<file path="src/design/scr_pkg.sv">
package scr_pkg;
   // serial frame geometry
   localparam int FRAME_BITS = 29;
   localparam int WORD_BITS = 24;
   localparam int PAD_BITS = 5;
   localparam int CH_NUM = 4;
   localparam int SYNC_STAGES = 2;
   localparam logic [5:0] FRAME_LEN = 6'h1D;
   localparam logic [5:0] CNT_MAX = 6'h3F;
   localparam logic [PAD_BITS-1:0] PAD_FILL = 5'h00;

   // command field positions inside a 29-bit frame
   localparam int CMD_RW_BIT = 28;
   localparam int CMD_PMU_HI = 27;
   localparam int CMD_PMU_LO = 24;
   localparam int CMD_MODE_HI = 23;
   localparam int CMD_MODE_LO = 22;
   localparam logic [1:0] MODE_SYSCTL = 2'h0;
   localparam logic [3:0] PMU_NONE = 4'h0;

   // readback word layout, also used as the system control write layout
   localparam int W_TYPE_HI = 23;
   localparam int W_TYPE_LO = 22;
   localparam int W_CLAMP_LO = 18;
   localparam int W_CMPOUT_LO = 14;
   localparam int W_CMP_GLOBAL = 13;
   localparam int W_GND_SENSE = 12;
   localparam int W_GUARD_ROUTE = 11;
   localparam int W_CLAMP_ROUTE = 10;
   localparam int W_LINK_RES = 9;
   localparam int W_GUARD_EN = 8;
   localparam int W_RANGE_LO = 6;
   localparam int W_THERM_ON = 5;
   localparam int W_THERM_LIM_LO = 3;
   localparam int W_LATCHED = 2;
   localparam int W_UNUSED_HI = 1;

   // per-channel register bits that share the clamp and comparator output enables
   localparam int PMU_CLAMP_BIT = 11;
   localparam int PMU_CMPOUT_BIT = 10;

   // reset values
   localparam logic [3:0] RST_CH_BITS = 4'h0;
   localparam logic [1:0] RST_FIELD2 = 2'h0;
   localparam logic RST_FLAG = 1'h0;
   localparam logic [23:0] RST_WORD = 24'h000000;
   localparam logic [28:0] RST_SHIFT = 29'h00000000;
   // synchroniser reset order {sdi, sync_n, sclk}: frame pin idles high
   localparam logic [2:0] PIN_RST = 3'h2;
endpackage

</file>
<file path="src/design/scr_state_if.sv">
`timescale 1ns/10ps
interface scr_state_if;
   logic [3:0] clamp_on;
   logic [3:0] cmp_out_on;
   logic comparator_global_on;
   logic per_channel_ground_sense;
   logic guard_fault_route;
   logic clamp_fault_route;
   logic internal_link_resistor;
   logic guard_amp_on;
   logic [1:0] meas_range;
   logic thermal_cutoff_on;
   logic [1:0] thermal_limit;
   logic fault_latched;
   logic capture;
   logic [23:0] word;

   modport owner (
      output clamp_on, cmp_out_on, comparator_global_on, per_channel_ground_sense,
      output guard_fault_route, clamp_fault_route, internal_link_resistor, guard_amp_on,
      output meas_range, thermal_cutoff_on, thermal_limit, fault_latched, capture,
      input word
   );
   modport former (
      input clamp_on, cmp_out_on, comparator_global_on, per_channel_ground_sense,
      input guard_fault_route, clamp_fault_route, internal_link_resistor, guard_amp_on,
      input meas_range, thermal_cutoff_on, thermal_limit, fault_latched, capture,
      output word
   );
endinterface

</file>
<file path="src/design/scr_readback_top.sv">
`timescale 1ns/10ps
// Overview of operation
// RULE_01 - readback word is 24 bits; its two top type bits read zero
// RULE_02 - bits 21 to 18 show clamp enables of channels 3 to 0
// RULE_03 - clamp enable reads the latest write from system or channel register
// RULE_04 - bits 17 to 14 show comparator output enables of channels 3 to 0
// RULE_05 - comparator output enable reads the latest write from either register
// RULE_06 - bit 13 shows the global comparator enable
// RULE_07 - bit 12 is one for per-channel ground sense, zero for guard inputs
// RULE_08 - bits 11 and 10 show guard and clamp fault routing to the pin
// RULE_09 - bit 9 shows whether the internal link resistors are connected
// RULE_10 - bit 8 shows the guard amplifier enable
// RULE_11 - bits 7 and 6 return the measure output range as written
// RULE_12 - bit 5 thermal cutoff enable, bits 4 and 3 thermal limit
// RULE_13 - bit 2 is one when fault outputs are latched
// RULE_14 - bits 1 and 0 always read zero
// RULE_15 - host first sends a readback command choosing the register
// RULE_16 - after readback, word sits in top 24 of 29 bits, five zeros below
// RULE_17 - host shifts at least 24 edges; a 24-bit frame must be a no-op
// RULE_18 - word is captured when the readback command completes
module scr_readback_top
   import scr_pkg::*;
#(
   parameter int CHANNELS = CH_NUM
) (
   input wire logic clock,
   input wire logic arst_n,
   input wire logic sclk,
   input wire logic sync_n,
   input wire logic sdi,
   output logic sdo
);
   // elaboration checks: the word layout and the frame sizes must agree
   if (CHANNELS != CH_NUM) begin : g_chk_channels
      $error("scr_readback_top: the readback layout serves exactly four channels");
   end
   if (FRAME_BITS != WORD_BITS + PAD_BITS) begin : g_chk_frame
      $error("scr_readback_top: the frame must hold the word and its padding");
   end
   if (FRAME_LEN != FRAME_BITS) begin : g_chk_len
      $error("scr_readback_top: the accepted frame length must match the shift register");
   end
   // a counter saturating at the frame length would accept overlong frames
   if (CNT_MAX <= FRAME_LEN) begin : g_chk_sat
      $error("scr_readback_top: the bit counter must saturate above the frame length");
   end

   // reset release and synchronised pins
   logic rst_meta_q;
   logic rst_n_q;
   logic [2:0] pins_s;
   logic sclk_s;
   logic sync_n_s;
   logic sdi_s;

   // framing and bit count
   logic sclk_prev_q;
   logic sync_prev_q;
   logic sclk_rise;
   logic frame_start;
   logic frame_end;
   logic [5:0] cnt_q;

   // command decode and readback load
   logic [FRAME_BITS-1:0] shift_q;
   logic frame_ok;
   logic is_read;
   logic [3:0] pmu_sel;
   logic [1:0] mode_sel;
   logic rd_sysctl;
   logic rd_other;
   logic wr_sysctl;
   logic wr_pmu;
   logic load_pend_q;
   logic load_zero_q;

   // control state written by the host
   logic [3:0] clamp_q;
   logic [3:0] cmp_out_q;
   logic cmp_global_q;
   logic gnd_sense_q;
   logic guard_route_q;
   logic clamp_route_q;
   logic link_res_q;
   logic guard_en_q;
   logic [1:0] range_q;
   logic therm_on_q;
   logic [1:0] therm_lim_q;
   logic latched_q;

   scr_state_if st ();

   // reset release through two flops; assertion stays asynchronous
   always_ff @(posedge clock or negedge arst_n) begin
      if (!arst_n) begin
         rst_meta_q <= 1'h0;
         rst_n_q <= 1'h0;
      end else begin
         rst_meta_q <= 1'h1;
         rst_n_q <= rst_meta_q;
      end
   end

   // serial pins come from the host's timing, so they are synchronised
   scr_pin_sync #(
      .WIDTH(3),
      .RESET_VAL(PIN_RST)
   ) u_pin_sync (
      .clock(clock),
      .rst_n(rst_n_q),
      .pin_async({sdi, sync_n, sclk}),
      .pin_sync(pins_s)
   );

   assign sclk_s = pins_s[0];
   assign sync_n_s = pins_s[1];
   assign sdi_s = pins_s[2];

   // serial clock history; resets to the idle low level so no false edge follows reset
   always_ff @(posedge clock or negedge rst_n_q) begin
      if (!rst_n_q) begin
         sclk_prev_q <= 1'h0;
      end else begin
         sclk_prev_q <= sclk_s;
      end
   end

   // frame history; resets to the idle high level for the same reason
   always_ff @(posedge clock or negedge rst_n_q) begin
      if (!rst_n_q) begin
         sync_prev_q <= 1'h1;
      end else begin
         sync_prev_q <= sync_n_s;
      end
   end

   // only edges inside a frame count; the serial clock must stay
   // below a quarter of the system clock for the samples to see it
   assign sclk_rise = sclk_s & ~sclk_prev_q & ~sync_n_s;
   assign frame_start = sync_prev_q & ~sync_n_s;
   assign frame_end = ~sync_prev_q & sync_n_s;

   // bit counter saturates so overlong frames never wrap to a legal length
   always_ff @(posedge clock or negedge rst_n_q) begin
      if (!rst_n_q) begin
         cnt_q <= 6'h00;
      end else if (frame_start) begin
         cnt_q <= sclk_rise ? 6'h01 : 6'h00;
      end else if (sclk_rise && cnt_q != CNT_MAX) begin
         cnt_q <= cnt_q + 6'h01;
      end
   end

   // command decode of a completed frame; anything but a full 29-bit
   // frame changes nothing, so a 24-bit flush acts as a no-op
   assign frame_ok = frame_end && (cnt_q == FRAME_LEN); // RULE_17
   assign is_read = shift_q[CMD_RW_BIT];
   assign pmu_sel = shift_q[CMD_PMU_HI:CMD_PMU_LO];
   assign mode_sel = shift_q[CMD_MODE_HI:CMD_MODE_LO];

   // the readback command selects the word that the next frame shifts out
   assign rd_sysctl = frame_ok & is_read & (pmu_sel == PMU_NONE)
      & (mode_sel == MODE_SYSCTL); // RULE_15
   assign rd_other = frame_ok & is_read & ~rd_sysctl;
   assign wr_sysctl = frame_ok & ~is_read & (pmu_sel == PMU_NONE)
      & (mode_sel == MODE_SYSCTL);
   assign wr_pmu = frame_ok & ~is_read & (pmu_sel != PMU_NONE)
      & (mode_sel == MODE_SYSCTL);

   // freeze the image in the same cycle the command is accepted
   assign st.capture = rd_sysctl; // RULE_18

   // load request waits one cycle so the frozen image is settled
   always_ff @(posedge clock or negedge rst_n_q) begin
      if (!rst_n_q) begin
         load_pend_q <= 1'h0;
         load_zero_q <= 1'h0;
      end else begin
         load_pend_q <= rd_sysctl | rd_other;
         load_zero_q <= rd_other;
      end
   end

   // one register both receives the command and returns the readback;
   // other registers' readback is outside this block and returns zero
   always_ff @(posedge clock or negedge rst_n_q) begin
      if (!rst_n_q) begin
         shift_q <= RST_SHIFT;
      end else if (load_pend_q) begin
         shift_q <= load_zero_q ? RST_SHIFT : {st.word, PAD_FILL}; // RULE_16
      end else if (sclk_rise) begin
         shift_q <= {shift_q[FRAME_BITS-2:0], sdi_s};
      end
   end

   // data out is the top of the shift register, a flop output
   assign sdo = shift_q[FRAME_BITS-1];

   // per-channel enables: a later write from either path overwrites;
   // frames are serial, so two writes never land in one cycle
   genvar g;
   for (g = 0; g < CH_NUM; g++) begin : g_ch
      always_ff @(posedge clock or negedge rst_n_q) begin
         if (!rst_n_q) begin
            clamp_q[g] <= RST_CH_BITS[g];
         end else if (wr_sysctl) begin
            clamp_q[g] <= shift_q[W_CLAMP_LO+g]; // RULE_03
         end else if (wr_pmu && pmu_sel[g]) begin
            clamp_q[g] <= shift_q[PMU_CLAMP_BIT]; // RULE_03
         end
      end

      always_ff @(posedge clock or negedge rst_n_q) begin
         if (!rst_n_q) begin
            cmp_out_q[g] <= RST_CH_BITS[g];
         end else if (wr_sysctl) begin
            cmp_out_q[g] <= shift_q[W_CMPOUT_LO+g]; // RULE_05
         end else if (wr_pmu && pmu_sel[g]) begin
            cmp_out_q[g] <= shift_q[PMU_CMPOUT_BIT]; // RULE_05
         end
      end
   end

   // global comparator enable
   always_ff @(posedge clock or negedge rst_n_q) begin
      if (!rst_n_q) begin
         cmp_global_q <= RST_FLAG;
      end else if (wr_sysctl) begin
         cmp_global_q <= shift_q[W_CMP_GLOBAL]; // RULE_06
      end
   end

   // ground-sense mode: per channel or individual guard inputs
   always_ff @(posedge clock or negedge rst_n_q) begin
      if (!rst_n_q) begin
         gnd_sense_q <= RST_FLAG;
      end else if (wr_sysctl) begin
         gnd_sense_q <= shift_q[W_GND_SENSE]; // RULE_07
      end
   end

   // fault routing to the combined fault pin
   always_ff @(posedge clock or negedge rst_n_q) begin
      if (!rst_n_q) begin
         guard_route_q <= RST_FLAG;
         clamp_route_q <= RST_FLAG;
      end else if (wr_sysctl) begin
         guard_route_q <= shift_q[W_GUARD_ROUTE]; // RULE_08
         clamp_route_q <= shift_q[W_CLAMP_ROUTE]; // RULE_08
      end
   end

   // latched or unlatched fault outputs
   always_ff @(posedge clock or negedge rst_n_q) begin
      if (!rst_n_q) begin
         latched_q <= RST_FLAG;
      end else if (wr_sysctl) begin
         latched_q <= shift_q[W_LATCHED]; // RULE_13
      end
   end

   // sense path: link resistors and guard amplifiers
   always_ff @(posedge clock or negedge rst_n_q) begin
      if (!rst_n_q) begin
         link_res_q <= RST_FLAG;
         guard_en_q <= RST_FLAG;
      end else if (wr_sysctl) begin
         link_res_q <= shift_q[W_LINK_RES]; // RULE_09
         guard_en_q <= shift_q[W_GUARD_EN]; // RULE_10
      end
   end

   // measure output range code, kept exactly as written
   always_ff @(posedge clock or negedge rst_n_q) begin
      if (!rst_n_q) begin
         range_q <= RST_FIELD2;
      end else if (wr_sysctl) begin
         range_q <= shift_q[W_RANGE_LO+1:W_RANGE_LO]; // RULE_11
      end
   end

   // thermal cutoff settings
   always_ff @(posedge clock or negedge rst_n_q) begin
      if (!rst_n_q) begin
         therm_on_q <= RST_FLAG;
         therm_lim_q <= RST_FIELD2;
      end else if (wr_sysctl) begin
         therm_on_q <= shift_q[W_THERM_ON]; // RULE_12
         therm_lim_q <= shift_q[W_THERM_LIM_LO+1:W_THERM_LIM_LO]; // RULE_12
      end
   end

   // live control state handed to the word former
   assign st.clamp_on = clamp_q;
   assign st.cmp_out_on = cmp_out_q;
   assign st.comparator_global_on = cmp_global_q;
   assign st.per_channel_ground_sense = gnd_sense_q;
   assign st.guard_fault_route = guard_route_q;
   assign st.clamp_fault_route = clamp_route_q;
   assign st.internal_link_resistor = link_res_q;
   assign st.guard_amp_on = guard_en_q;
   assign st.meas_range = range_q;
   assign st.thermal_cutoff_on = therm_on_q;
   assign st.thermal_limit = therm_lim_q;
   assign st.fault_latched = latched_q;

   scr_word_form u_word_form (
      .clock(clock),
      .rst_n(rst_n_q),
      .st(st.former)
   );
endmodule

</file>
<file path="src/design/scr_pin_sync.sv">
`timescale 1ns/10ps
module scr_pin_sync
   import scr_pkg::*;
#(
   parameter int WIDTH = 3,
   parameter logic [WIDTH-1:0] RESET_VAL = '0
) (
   input wire logic clock,
   input wire logic rst_n,
   input wire logic [WIDTH-1:0] pin_async,
   output logic [WIDTH-1:0] pin_sync
);
   // refused at elaboration: a zero-width synchroniser has nothing to carry
   if (WIDTH < 1) begin : g_chk_width
      $error("scr_pin_sync: WIDTH must be at least 1");
   end

   // two flops per pin; the first is seen only by the second
   genvar g;
   for (g = 0; g < WIDTH; g++) begin : g_bit
      logic meta_q;
      logic stable_q;
      always_ff @(posedge clock or negedge rst_n) begin
         if (!rst_n) begin
            meta_q <= RESET_VAL[g];
            stable_q <= RESET_VAL[g];
         end else begin
            meta_q <= pin_async[g];
            stable_q <= meta_q;
         end
      end
      assign pin_sync[g] = stable_q;
   end
endmodule

</file>
<file path="src/design/scr_word_form.sv">
`timescale 1ns/10ps
module scr_word_form
   import scr_pkg::*;
(
   input wire logic clock,
   input wire logic rst_n,
   scr_state_if.former st
);
   logic [WORD_BITS-1:0] word_d;
   logic [WORD_BITS-1:0] word_q;

   // assemble the live readback image from the control state
   always_comb begin
      word_d = RST_WORD;
      word_d[W_TYPE_HI:W_TYPE_LO] = 2'h0; // RULE_01
      word_d[W_CLAMP_LO+3:W_CLAMP_LO] = st.clamp_on; // RULE_02
      word_d[W_CMPOUT_LO+3:W_CMPOUT_LO] = st.cmp_out_on; // RULE_04
      word_d[W_CMP_GLOBAL] = st.comparator_global_on; // RULE_06
      word_d[W_GND_SENSE] = st.per_channel_ground_sense; // RULE_07
      word_d[W_GUARD_ROUTE] = st.guard_fault_route; // RULE_08
      word_d[W_CLAMP_ROUTE] = st.clamp_fault_route; // RULE_08
      word_d[W_LINK_RES] = st.internal_link_resistor; // RULE_09
      word_d[W_GUARD_EN] = st.guard_amp_on; // RULE_10
      word_d[W_RANGE_LO+1:W_RANGE_LO] = st.meas_range; // RULE_11
      word_d[W_THERM_ON] = st.thermal_cutoff_on; // RULE_12
      word_d[W_THERM_LIM_LO+1:W_THERM_LIM_LO] = st.thermal_limit; // RULE_12
      word_d[W_LATCHED] = st.fault_latched; // RULE_13
      word_d[W_UNUSED_HI:0] = 2'h0; // RULE_14
   end

   // snapshot at command completion so later writes cannot disturb it
   always_ff @(posedge clock or negedge rst_n) begin
      if (!rst_n) begin
         word_q <= RST_WORD;
      end else if (st.capture) begin
         word_q <= word_d; // RULE_18
      end
   end

   assign st.word = word_q;
endmodule

</file>
<file path="config.mk">
export PLATFORM = sky130hd
export DESIGN_NAME = scr_readback_top
export DESIGN_NICKNAME = d
export VERILOG_FILES = /design/src/design/scr_pkg.sv /design/src/design/scr_state_if.sv /design/src/design/scr_readback_top.sv /design/src/design/scr_pin_sync.sv /design/src/design/scr_word_form.sv
export SDC_FILE = /design/constraint.sdc
export NUM_CORES = 1
export LEC_CHECK = 0
export ABC_AREA = 1
export BUFFER_PORTS_ARGS = -buffer_cell sky130_fd_sc_hd__buf_2
export CAP_MARGIN = 30
export CELL_PAD_IN_SITES_DETAIL_PLACEMENT = 1
export CELL_PAD_IN_SITES_GLOBAL_PLACEMENT = 2
export CORE_ASPECT_RATIO = 1.2
export CORE_MARGIN = 4
export CORE_UTILIZATION = 43
export DETAILED_ROUTE_END_ITERATION = 7
export PLACE_DENSITY = 0.83
export SYNTH_ARGS = -nofsm -noshare
export SYNTH_HDL_FRONTEND = slang
export SYNTH_HIERARCHICAL = 1
export SYNTH_SLANG_ARGS = --single-unit
</file>
<file path="constraint.sdc">
create_clock -name clock -period 6.65 [get_ports clock]
set_input_delay 1.33 -clock clock [delete_from_list [all_inputs] [get_ports clock]]
set_output_delay 1.33 -clock clock [all_outputs]
set_load 0.01 [all_outputs]
</file>
Word level (Yosys, flattened, before mapping)
Cells that the tools add are included.
Widths: inputs -> output; s select.
{"block": "op_classes", "add_sub_neg": 1, "mul": 0, "n_div": 0, "magnitude_cmp": 0, "eq_ne": 2, "n_shift": 0, "n_mux": 22, "bitwise_logic": 19, "n_reduce_logical": 15}
{"cell": "$mux 29", "n": 2}
{"cell": "$mux 27", "n": 1}
{"cell": "$mux 1", "n": 17}
{"cell": "$and 1x1->1", "n": 13}
{"cell": "$mux 6", "n": 2}
{"cell": "$reduce_bool 2->1", "n": 6}
{"cell": "$add 6x1->6 const B", "n": 1}
{"cell": "$eq 6x5->1 const B", "n": 1}
{"cell": "$logic_and 1x1->1", "n": 6}
{"cell": "$ne 6x6->1 const B", "n": 1}
{"cell": "$not 1->1", "n": 5}
{"cell": "$logic_not 4->1", "n": 1}
{"cell": "$reduce_bool 4->1", "n": 1}
{"cell": "$logic_not 2->1", "n": 1}
{"cell": "$or 1x1->1", "n": 1}
{"block": "totals", "reg_bits": 87, "latchBits": 0, "mem_bits_rw": 0, "romBits": 0, "output_inout_bits": 1, "elab_cells": 92, "mem_count": 0}

Logic depth before layout (Yosys ltp)
Gate-level depths: netlist (run 1).
{"block": "depth", "depth_word": 9, "ltp_mapped": 11, "ltp_nobuf": 10}

By module
Netlist (run 1), hierarchy kept.
{"module": "scr_readback_top", "n_inst": 1, "cells_per_inst": 345, "area_each_um2": 3079.2, "seq_area_each_um2": 1527.7}
{"module": "scr_word_form", "n_inst": 1, "cells_per_inst": 90, "area_each_um2": 800.8, "seq_area_each_um2": 500.5}
{"module": "scr_pin_sync", "n_inst": 1, "cells_per_inst": 9, "area_each_um2": 175.2, "seq_area_each_um2": 152.6}

Least setup slack after synthesis (run 1)
No wires, ideal clock.
{"block": "synth_timing", "kind": "register to output", "from": "register shift_q[28]", "to": "output sdo", "arrival_time_ns": 0.394, "required_ns": 5.320, "slack_ns": 4.926, "stages_incl_launch_ff": 1, "path_cell_list": "dfrtp_1"}
{"element": "from (decl)", "line": "scr_readback_top.sv:65", "rtl": "logic [FRAME_BITS-1:0] shift_q;"}
{"element": "from (signal assigned)", "line": "scr_readback_top.sv:190", "rtl": "shift_q <= load_zero_q ? RST_SHIFT : {st.word, PAD_FILL};"}
{"element": "from (signal assigned)", "line": "scr_readback_top.sv:192", "rtl": "shift_q <= {shift_q[FRAME_BITS-2:0], sdi_s};"}
{"element": "to (decl)", "line": "scr_readback_top.sv:31", "rtl": "output logic sdo"}
No word-level cell between the ends.

Worst setup path after layout (run 1)
{"block": "layout_timing", "from": "register shift_q[28]", "to": "output sdo"}
No word-level cell between the ends.

==> results of run 1 <==
## final timing paths
path                                                      to  slack, ns  cells after the start
max in group asynchronous                        shift_q[10]       5.32                      1
worst max register to register                   shift_q[14]       4.54                      6
worst min-delay path                                cnt_q[3]       0.24                      0
worst max-delay path                                     sdo       4.41                      1
min in group clock              u_pin_sync/g_bit[2].stable_q       0.36                      0
worst min register to register                      cnt_q[3]       0.24                      0
## metal layers
| layer | part of all wire [%] | wire length (microns) | GRT usage [%] |
|---|---|---|---|
| met1 | 45 | 3970 | 22.5 |
| met5 | 0 | 0 | 0 |
| met2 | 51 | 4420 | 30.0 |
| met4 | 2.2 | 196 | 8.15 |
| met3 | 1.8 | 160 | 2.50 |
## synthesized netlist by cell type (all sizes together)
library cell and count:
and2 1, o21bai 1, inv 68, dfstp 3, o31ai 1, nand2 133, a21oi 3, ha 2
nand4 2, or2 1, nand3 27, o21ai 44, xor2 1, nor3 5, dfrtp 84, buf 26
o22ai 25, conb 2, nor2 15
## through the flow
stage          total power [mW]  instances
4_1_cts                    1.14        567
6_report                   1.13        567
2_1_floorplan             0.656        447
3_3_place_gp              0.673        551
3_5_place_dp              0.678        551
5_1_grt                    1.19        567
## worst reg2reg max path, stage by stage, from the launching register on
cell     delay, ns
dfstp_2       0.40
nor3_4        0.36
inv_2         0.08
nand2_1       0.57
buf_4         0.43
nand2_1       0.10
o21ai_0       0.09
## cell type report
class / count / share of cell area [%]
flip-flops and latches: 87 / 50.5
multi-input cells: 266 / 32.8
inverters: 68 / 5.90
clock buffers: 11 / 3.50
well taps: 120 / 3.47
clock inverters: 5 / 2.40
repair buffers: 10 / 1.45
## power groups by stage
stage	Clock [mW]	Sequential [mW]	Combinational [mW]
4_1_cts	0.476	0.576	0.0929
3_5_place_dp	0	0.586	0.0924
3_3_place_gp	0	0.584	0.0890
6_report	0.466	0.575	0.0903
2_1_floorplan	0	0.585	0.0705
5_1_grt	0.506	0.580	0.105
## kinds of logic (layout without fill, tap and decap cells)
group | count (synthesis) | count (layout) | share of synthesized area [%]
flops | 87 | 87 | 53.8
buf+inv | 94 | 94 | 11.6
simple gates | 184 | 184 | 19.4
fa+ha+maj | 2 | 2 | 0.617
xor+xnor | 1 | 1 | 0.216
compound gates | 74 | 74 | 14.2
other cells | 2 | 5 | 0.185
## flip-flops by register name, summed over array words and instances, names as in the netlist, 2 cells and up
signal	flops
shift_q	29
u_word_form/st.word	20
cnt_q	6
clamp_q	4
cmp_out_q	4
u_pin_sync/g_bit.meta_q	3
u_pin_sync/g_bit.stable_q	3
range_q	2
st.thermal_limit	2
==> key figures, run 1 <==
Timing
  – Pins Over Slew Limit: 0
  – Fin worst setup slack: 4.41 ns
  – Peak Freq: 447 MHz
  – Final min period: 2.24 ns
  – RSZ-0062 raised after global routing: no
  – Clock skew: roughly 0.017 ns
  – Hold_ws: approximately 0.24 ns
  – Final hold violations: 0
  – Final setup TNS: 0 ns
  – Tcrit/Tclk final: 33.7%
  – Final setup fails: 0
  – Pin slew with the least headroom to its limit: between 0.7 and 0.8 ns
  – Rel. slew slack: 48.9%

Clocking
  – CTS clk-pin slew, worst paths: roughly 0.1 ns
  – Htree depth: 3
  – Clock Tree Root: clkbuf_8
  – Clk_lat worst skew: ~0.37 ns
  – CTS Sinks: between 80 and 90
  – Clock Path Buffers: 2
  – CTS tree: built
  – # hold bufs at CTS: 0
  – Post-CTS sizing: 0
  – Setup bufs post-CTS: 0
  – CTS Buf Count: 9

Placement
  – IO Port Bufs: 5
  – Hpwl dp: roughly 5.7 mm
  – Placed inst area: 4070 sq um
  – Placer Congestion: 0.804
  – Pre-CTS WS: 4.49 ns

Synthesis
  – Synth area leaders: dfrtp_1 (52%), nand2_1 (12%), o22ai_2 (6.2%)
  – #FFs+latches synth: 87
  – Synth area leader: dfrtp_1
  – Post-synth top area share: 51.8%
  – Sequential area share after synthesis: 53.8%
  – Post-Syn Area: roughly 4100 sq um
  – Mapped Cells: 444
  – Netlist cell types: 29
  – Mean Syn Cell Area: 9.13 sq um
  – Synth Warn #: 6

Critical path
  – Worst path bufs/invs: 1
  – Crit end category: output port
  – Cell family with most CP delay: flip-flops
  – Worst EP required: around 5.3 ns
  – Crit-path cells: buf_2
  – RR Startpoint: u_pin_sync/g_bit[1].stable_q
  – Critical-path top delay cell: dfrtp_1
  – Worst setup SP type: flip-flop
  – WS Path Type: reg -> out
  – Critical Path Fanout Max: 3
  – Setup crit start: shift_q[28]
  – Largest stage delay, worst path: 0.41 ns
  – Crit path DAT: 0.91 ns

Global routing
  – Largest net degree at the start of global routing: 59
  – GRT overflow: 0
  – Vias in the first global route: 3128
  – Global-route wire length before repair: 15.6 mm
  – Antenna violations before repair: 0
  – GRT Util Overall: 17.7%

Routing
  – 1st-pass router iterations: 4
  – Routed vias: approximately 2800
  – Iteration-0 DRC Markers: between 100 and 150
  – DRC viols: 0
  – DR vias/cell: 4.98
  – Drt total wl: 8.74 mm
  – DRT antenna net count: 0
  – Routed WL per cell: ~15 microns

Floorplanning
  – Initial Util: between 40% and 50%
  – FP Rows: 38
  – Die area: ~11000 sq um
  – Core Region: 9130 sq um
  – Die H: between 100 and 150 microns
  – Die X: between 90 and 100 microns
  – I/O pin total: 6

Power and ir drop
  – Internal power: approximately 0.86 mW
  – Clock power share: 41.2%
  – Worst vdd ir: around 0.00016 V
  – Comb pwr share: 8.0%
  – Leakage: around 2.0 nW
  – Flop pwr share: 50.8%
  – P_sw: ~0.27 mW
  – Cell area power density: 261 nW/um^2
  – Switching share of power: 23.9%

Finish
  – Antenna diodes: 0
  – Area of the multi-input gates: 1420 sq um
  – Most common cell after layout, fill and taps aside: nand2_1
  – Share of cells above drive strength 1: between 10% and 20%
  – Final Cell Area: 4320 sq um
  – Area growth syn-to-layout: 6.63%
  – Commonest cells after routing, fill and taps aside: nand2_1 (133), dfrtp_1 (83), inv_1 (64)
  – Register Area: around 2200 sq um
  – Layout Utilization: 47.4%
  – Nets: 449
  – Layout filler cell count: 1083

Hold path
  – Tightest Hold Check Type: reg -> async

Status
  – Status: finished, final reports clean

Job
  – Number of max-cap violations: 0
(Power assumes the default switching activity.)
==> inputs of run 2 (changes only) <==
--- a/config.mk
+++ b/config.mk
@@ -12,9 +12,9 @@
 export CELL_PAD_IN_SITES_GLOBAL_PLACEMENT = 2
 export CORE_ASPECT_RATIO = 1.2
 export CORE_MARGIN = 4
-export CORE_UTILIZATION = 43
+export CORE_UTILIZATION = 40
 export DETAILED_ROUTE_END_ITERATION = 7
-export PLACE_DENSITY = 0.83
+export PLACE_DENSITY = 0.78
 export SYNTH_ARGS = -nofsm -noshare
 export SYNTH_HDL_FRONTEND = slang
 export SYNTH_HIERARCHICAL = 1
==> constraint.sdc (replaced) <==
create_clock -name clock -period 2.14 [get_ports clock]
set_input_delay 0.428 -clock clock [delete_from_list [all_inputs] [get_ports clock]]
set_output_delay 0.428 -clock clock [all_outputs]
set_load 0.01 [all_outputs]
==> key figures, run 2 (synthesis results as in run 1) <==
Status
  – Status: finished, final reports clean

Floorplanning
  – Core Region: 9960 sq um
  – Die area: about 12000 sq um
  – Die H: 118 microns
  – Initial Util: between 40% and 50%
  – Die X: 99.9 microns
  – FP Rows: 40
  – I/O pin total: 6

Clocking
  – CTS clk-pin slew, worst paths: approximately 0.06 ns
  – Htree depth: 3
  – Clock Tree Root: clkbuf_16
  – # hold bufs at CTS: 1
  – Clk_lat worst skew: around 0.33 ns
  – CTS Sinks: 87
  – Setup bufs post-CTS: 0
  – Post-CTS sizing: 0
  – CTS Buf Count: 9
  – CTS tree: built
  – Clock Path Buffers: 2

Finish
  – Max reg flops: 29
  – Non-Filler Instances: 576
  – Register Area: 2180 sq um
  – Antenna diodes: 0
  – Area of the multi-input gates: 1420 sq um
  – Largest Register: shift_q
  – Commonest cells after routing, fill and taps aside: nand2_1 (133), dfrtp_1 (83), inv_1 (64)
  – Layout filler cell count: roughly 1200
  – Nets: about 450
  – Layout Utilization: between 40% and 50%
  – Final Cell Area: 4420 sq um
  – Area growth syn-to-layout: 8.92%
  – Share of cells above drive strength 1: 16.2%
  – Most common cell after layout, fill and taps aside: nand2_1

Power and ir drop
  – Design Power: ~3.5 mW
  – Worst vdd ir: 0.000417 V
  – Cell area power density: 799 nW/um^2
  – Leakage: 2.04 nW

Global routing
  – GRT Util Overall: 15.5%
  – Vias in the first global route: 2942
  – Largest net degree at the start of global routing: 53
  – GRT overflow: 0
  – Antenna violations before repair: 0
  – Global-route wire length before repair: 14.5 mm

Placement
  – Hpwl dp: 5.43 mm
  – Placed cells: 559
  – IO Port Bufs: 5
  – Placer Congestion: 0.773
  – Pre-CTS WS: 0.349 ns
  – Placed inst area: 4130 sq um

Timing
  – Clock skew: 0.00730 ns
  – Final setup TNS: 0 ns
  – Final min period: 1.78 ns
  – Peak Freq: roughly 560 MHz
  – Final hold violations: 0
  – Tcrit/Tclk final: 83.0%
  – Pins Over Slew Limit: 0
  – Fin worst setup slack: 0.365 ns
  – RSZ-0062 raised after global routing: no
  – Hold_ws: just under 0.2 ns
  – Final setup fails: 0

Routing
  – Routed vias: 2815
  – Drt total wl: 8.28 mm
  – 1st-pass router iterations: 4
  – DRC viols: 0
  – DR vias/cell: 4.89
  – Routed WL per cell: around 14 microns
  – DRT antenna net count: 0
  – Iteration-0 DRC Markers: 105

Critical path
  – Worst EP required: 2.40 ns
  – Crit end category: flip-flop
  – Crit path DAT: 2.04 ns
  – Worst setup SP type: flip-flop
  – Critical Path Fanout Max: 20
  – WS Path Type: reg -> reg

Job
  – Number of max-cap violations: 0

Hold path
  – Tightest Hold Check Type: in -> reg
-- run 2: final cells by class --
class | count | area share [%]
clock buffers | 13 | 5.89
clock inverters | 3 | 0.397
inverters | 68 | 5.78
multi-input cells | 266 | 32.1
flip-flops and latches | 87 | 49.5
well taps | 126 | 3.57
repair buffers | 13 | 2.83
-- run 2: per-layer routing --
metal	share of wire, %	track usage, %
met1	45	19.6
met3	1.6	2.30
met2	51	26.4
met5	0	0
met4	1.8	6.15
-- run 2: worst paths after layout --
kind	start	to	slack [ns]	cells past startpoint
min in group asynchronous	rst_n_q	shift_q[5]	0.28	0
min reg2reg	rst_n_q	shift_q[5]	0.28	0
max	cnt_q[0]	u_word_form/st.word[3]	0.36	9
min	sync_n	u_pin_sync/g_bit[1].meta_q	0.19	1
max reg2reg	cnt_q[0]	u_word_form/st.word[3]	0.36	9
max in group asynchronous	rst_n_q	u_word_form/st.word[6]	1.23	1
-- run 2: critical path, cell delays in order, from the launching register on --
cell	delay, ns
dfrtp_1	0.48
ha_1	0.20
nand2_1	0.06
nor2_2	0.14
and2_1	0.14
nand2_1	0.07
nor2_1	0.16
buf_4	0.29
nand2_1	0.08
nand2_1	0.08
-- run 2: power breakdown --
group | leakage [nW] | internal [mW] | switching [mW]
sequential | 1.17 | 1.74 | 0.0553
clock | 0.136 | 0.847 | 0.609
combinational | 0.727 | 0.105 | 0.176
total | 2.04 | 2.69 | 0.841
==> inputs of run 3 (changes only) <==
--- a/config.mk
+++ b/config.mk
@@ -12,9 +12,9 @@
 export CELL_PAD_IN_SITES_GLOBAL_PLACEMENT = 2
 export CORE_ASPECT_RATIO = 1.2
 export CORE_MARGIN = 4
-export CORE_UTILIZATION = 40
+export CORE_UTILIZATION = 36
 export DETAILED_ROUTE_END_ITERATION = 7
-export PLACE_DENSITY = 0.78
+export PLACE_DENSITY = 0.74
 export SYNTH_ARGS = -nofsm -noshare
 export SYNTH_HDL_FRONTEND = slang
 export SYNTH_HIERARCHICAL = 1
==> constraint.sdc (replaced) <==
create_clock -name clock -period 1.5 [get_ports clock]
set_input_delay 0.3 -clock clock [delete_from_list [all_inputs] [get_ports clock]]
set_output_delay 0.3 -clock clock [all_outputs]
set_load 0.01 [all_outputs]
==> key figures, run 3 (synthesis results as in run 1) <==
Clocking
  – CTS clk-pin slew, worst paths: 0.06 ns
  – CTS Buf Count: 9
  – CTS Sinks: 87
  – Clk_lat worst skew: roughly 0.34 ns
  – Clock Tree Root: clkbuf_16
  – Clock Path Buffers: 2
  – CTS tree: built
  – Htree depth: 3

Power and ir drop
  – Leakage: 2.48 nW
  – Design Power: 5.29 mW
  – Cell area power density: 996 nW/um^2
  – Worst vdd ir: ~0.00057 V

Timing
  – Tcrit/Tclk final: 108%
  – Final setup fails: 41
  – Clock skew: 0.00600 ns
  – Peak Freq: slightly above 600 MHz
  – Final hold violations: 0
  – Final min period: 1.63 ns
  – Fin worst setup slack: -0.127 ns
  – Pins Over Slew Limit: 0
  – RSZ-0062 raised after global routing: yes

Placement
  – Hpwl dp: 6.14 mm
  – Placed inst area: 4370 sq um
  – Placer Congestion: 0.788
  – IO Port Bufs: 5

Finish
  – Largest Register: shift_q
  – Area growth syn-to-layout: 31.1%
  – Final Cell Area: 5320 sq um
  – Max reg flops: 29
  – Layout filler cell count: 1241
  – Commonest cells after routing, fill and taps aside: nand2_1 (95), dfrtp_1 (83), inv_1 (60)
  – Antenna diodes: 0
  – Nets: 499
  – Register Area: about 2200 sq um
  – Area of the multi-input gates: 1740 sq um
  – Most common cell after layout, fill and taps aside: nand2_1
  – Share of cells above drive strength 1: 38.2%

Global routing
  – Antenna violations before repair: 0
  – Busiest grt layer: met2
  – Largest net degree at the start of global routing: 34
  – Vias in the first global route: between 3000 and 4000
  – GRT Util Overall: 16.0%
  – Grt met2 use: 28.3%
  – GRT met1 Usage: 19.5%
  – GRT overflow: 0
  – Met3 Use GR: 2.64%
  – Global-route wire length before repair: 16.5 mm

Hold path
  – Tightest Hold Check Type: in -> reg
  – Min-delay src: sync_n

Routing
  – DR vias/cell: ~4.9
  – DRC viols: 0
  – Routed vias: 3060
  – DRT antenna net count: 0
  – Routed WL per cell: 16.4 microns
  – Drt total wl: 10.3 mm
  – 1st-pass router iterations: 4
  – Iteration-0 DRC Markers: 148

Floorplanning
  – I/O pin total: 6
  – FP Rows: 42
  – Die area: 13000 sq um
  – Die X: between 100 and 150 microns
  – Core Region: 11000 sq um
  – Initial Util: between 30% and 40%
  – Die H: 124 microns

Critical path
  – RR Startpoint: cnt_q[1]
  – Critical Path Fanout Max: 8
  – Worst setup SP type: flip-flop
  – Setup crit start: cnt_q[1]
  – WS Path Type: reg -> reg
  – Crit end category: flip-flop
  – Crit path DAT: around 1.9 ns
  – Worst EP required: around 1.7 ns

Job
  – Number of max-cap violations: 0

Status
  – Violated checks: negative setup slack
  – Status: finished with violations
run 3: cell count changes in the layout (fill, tap and decap cells not counted), moves of 3 or more:
cell | previous run | this run
buf_6 | 0 | 9
nand2_1 | 133 | 95
nor2_4 | 2 | 6
nor2_1 | 10 | 7
nand3_2 | 0 | 14
nand2_2 | 0 | 26
buf_4 | 4 | 33
buf_12 | 3 | 7
nand3_1 | 26 | 11
buf_16 | 0 | 3
inv_1 | 64 | 60
nand2_4 | 0 | 12
run 3: area by class of cell:
type | instances | share of cell area (%)
Clock inverter | 3 | 0.282
Tap cell | 132 | 3.11
Sequential cell | 87 | 41.1
Clock buffer | 13 | 5.27
Timing Repair Buffer | 60 | 12.4
Multi-Input combinational cell | 266 | 32.7
Inverter | 68 | 5.13
run 3: worst paths after layout:
path	end	slack [ns]	depth (start not counted)
max	cmp_out_q[1]	-0.13	11
min	u_pin_sync/g_bit[1].meta_q	0.06	1
max reg2reg	cmp_out_q[1]	-0.13	11
min reg2reg	shift_q[8]	0.20	0
max in group asynchronous	u_pin_sync/g_bit[1].meta_q	0.76	1
min in group asynchronous	shift_q[8]	0.20	0
run 3: power by group:
| part | total (mW) | switching (mW) | internal [mW] |
|---|---|---|---|
| Clock | 2.19 | 0.892 | 1.30 |
| Combinational | 0.560 | 0.327 | 0.233 |
| Sequential | 2.55 | 0.0668 | 2.48 |
run 3: stage by stage:
step | setup TNS [ns] | worst slack, ns | cells | utilization, % | hold slack, ns
after floorplan | 0 | 0.000837 | 447 | - | 0.00441
after global placement | -2.81 | -0.0913 | 589 | 39.6 | 0.0854
after detailed placement | -6.87 | -0.207 | 589 | 39.6 | 0.0945
after CTS | -0.988 | -0.0488 | 617 | 44.8 | 0.0494
after global routing | -6.30 | -0.206 | 629 | 48.2 | 0.0522
final | -3.23 | -0.127 | 629 | 48.2 | 0.0610
run 3: what timing repair did:
| item | CTS | global route |
|---|---|---|
| pin swaps | 12 | 17 |
| resized for setup | 38 | 65 |
| endpoints found under the hold margin | 2 | 0 |
| cloned | 3 | 3 |
| endpoints found under the setup margin | 74 | 74 |
| buffers inserted | 9 | 9 |
| hold buffers | 1 | 0 |
run 3: worst max-delay path, stage by stage, from the launching register on:
cell and delay, ns:
dfrtp_1 0.39, inv_2 0.08, ha_4 0.13, nand2_4 0.05, nor2_4 0.12, nand3_4 0.12, nor2_4 0.16, buf_6 0.13
buf_12 0.12, nor2_4 0.05, nand2_1 0.08, nand3_1 0.08
run 3: layer usage:
layer,up-vias,share of wire (%)
li1,1483,-
met1,1546,44
met2,22,53
met3,9,1.3
met4,0,1.5
met5,-,0
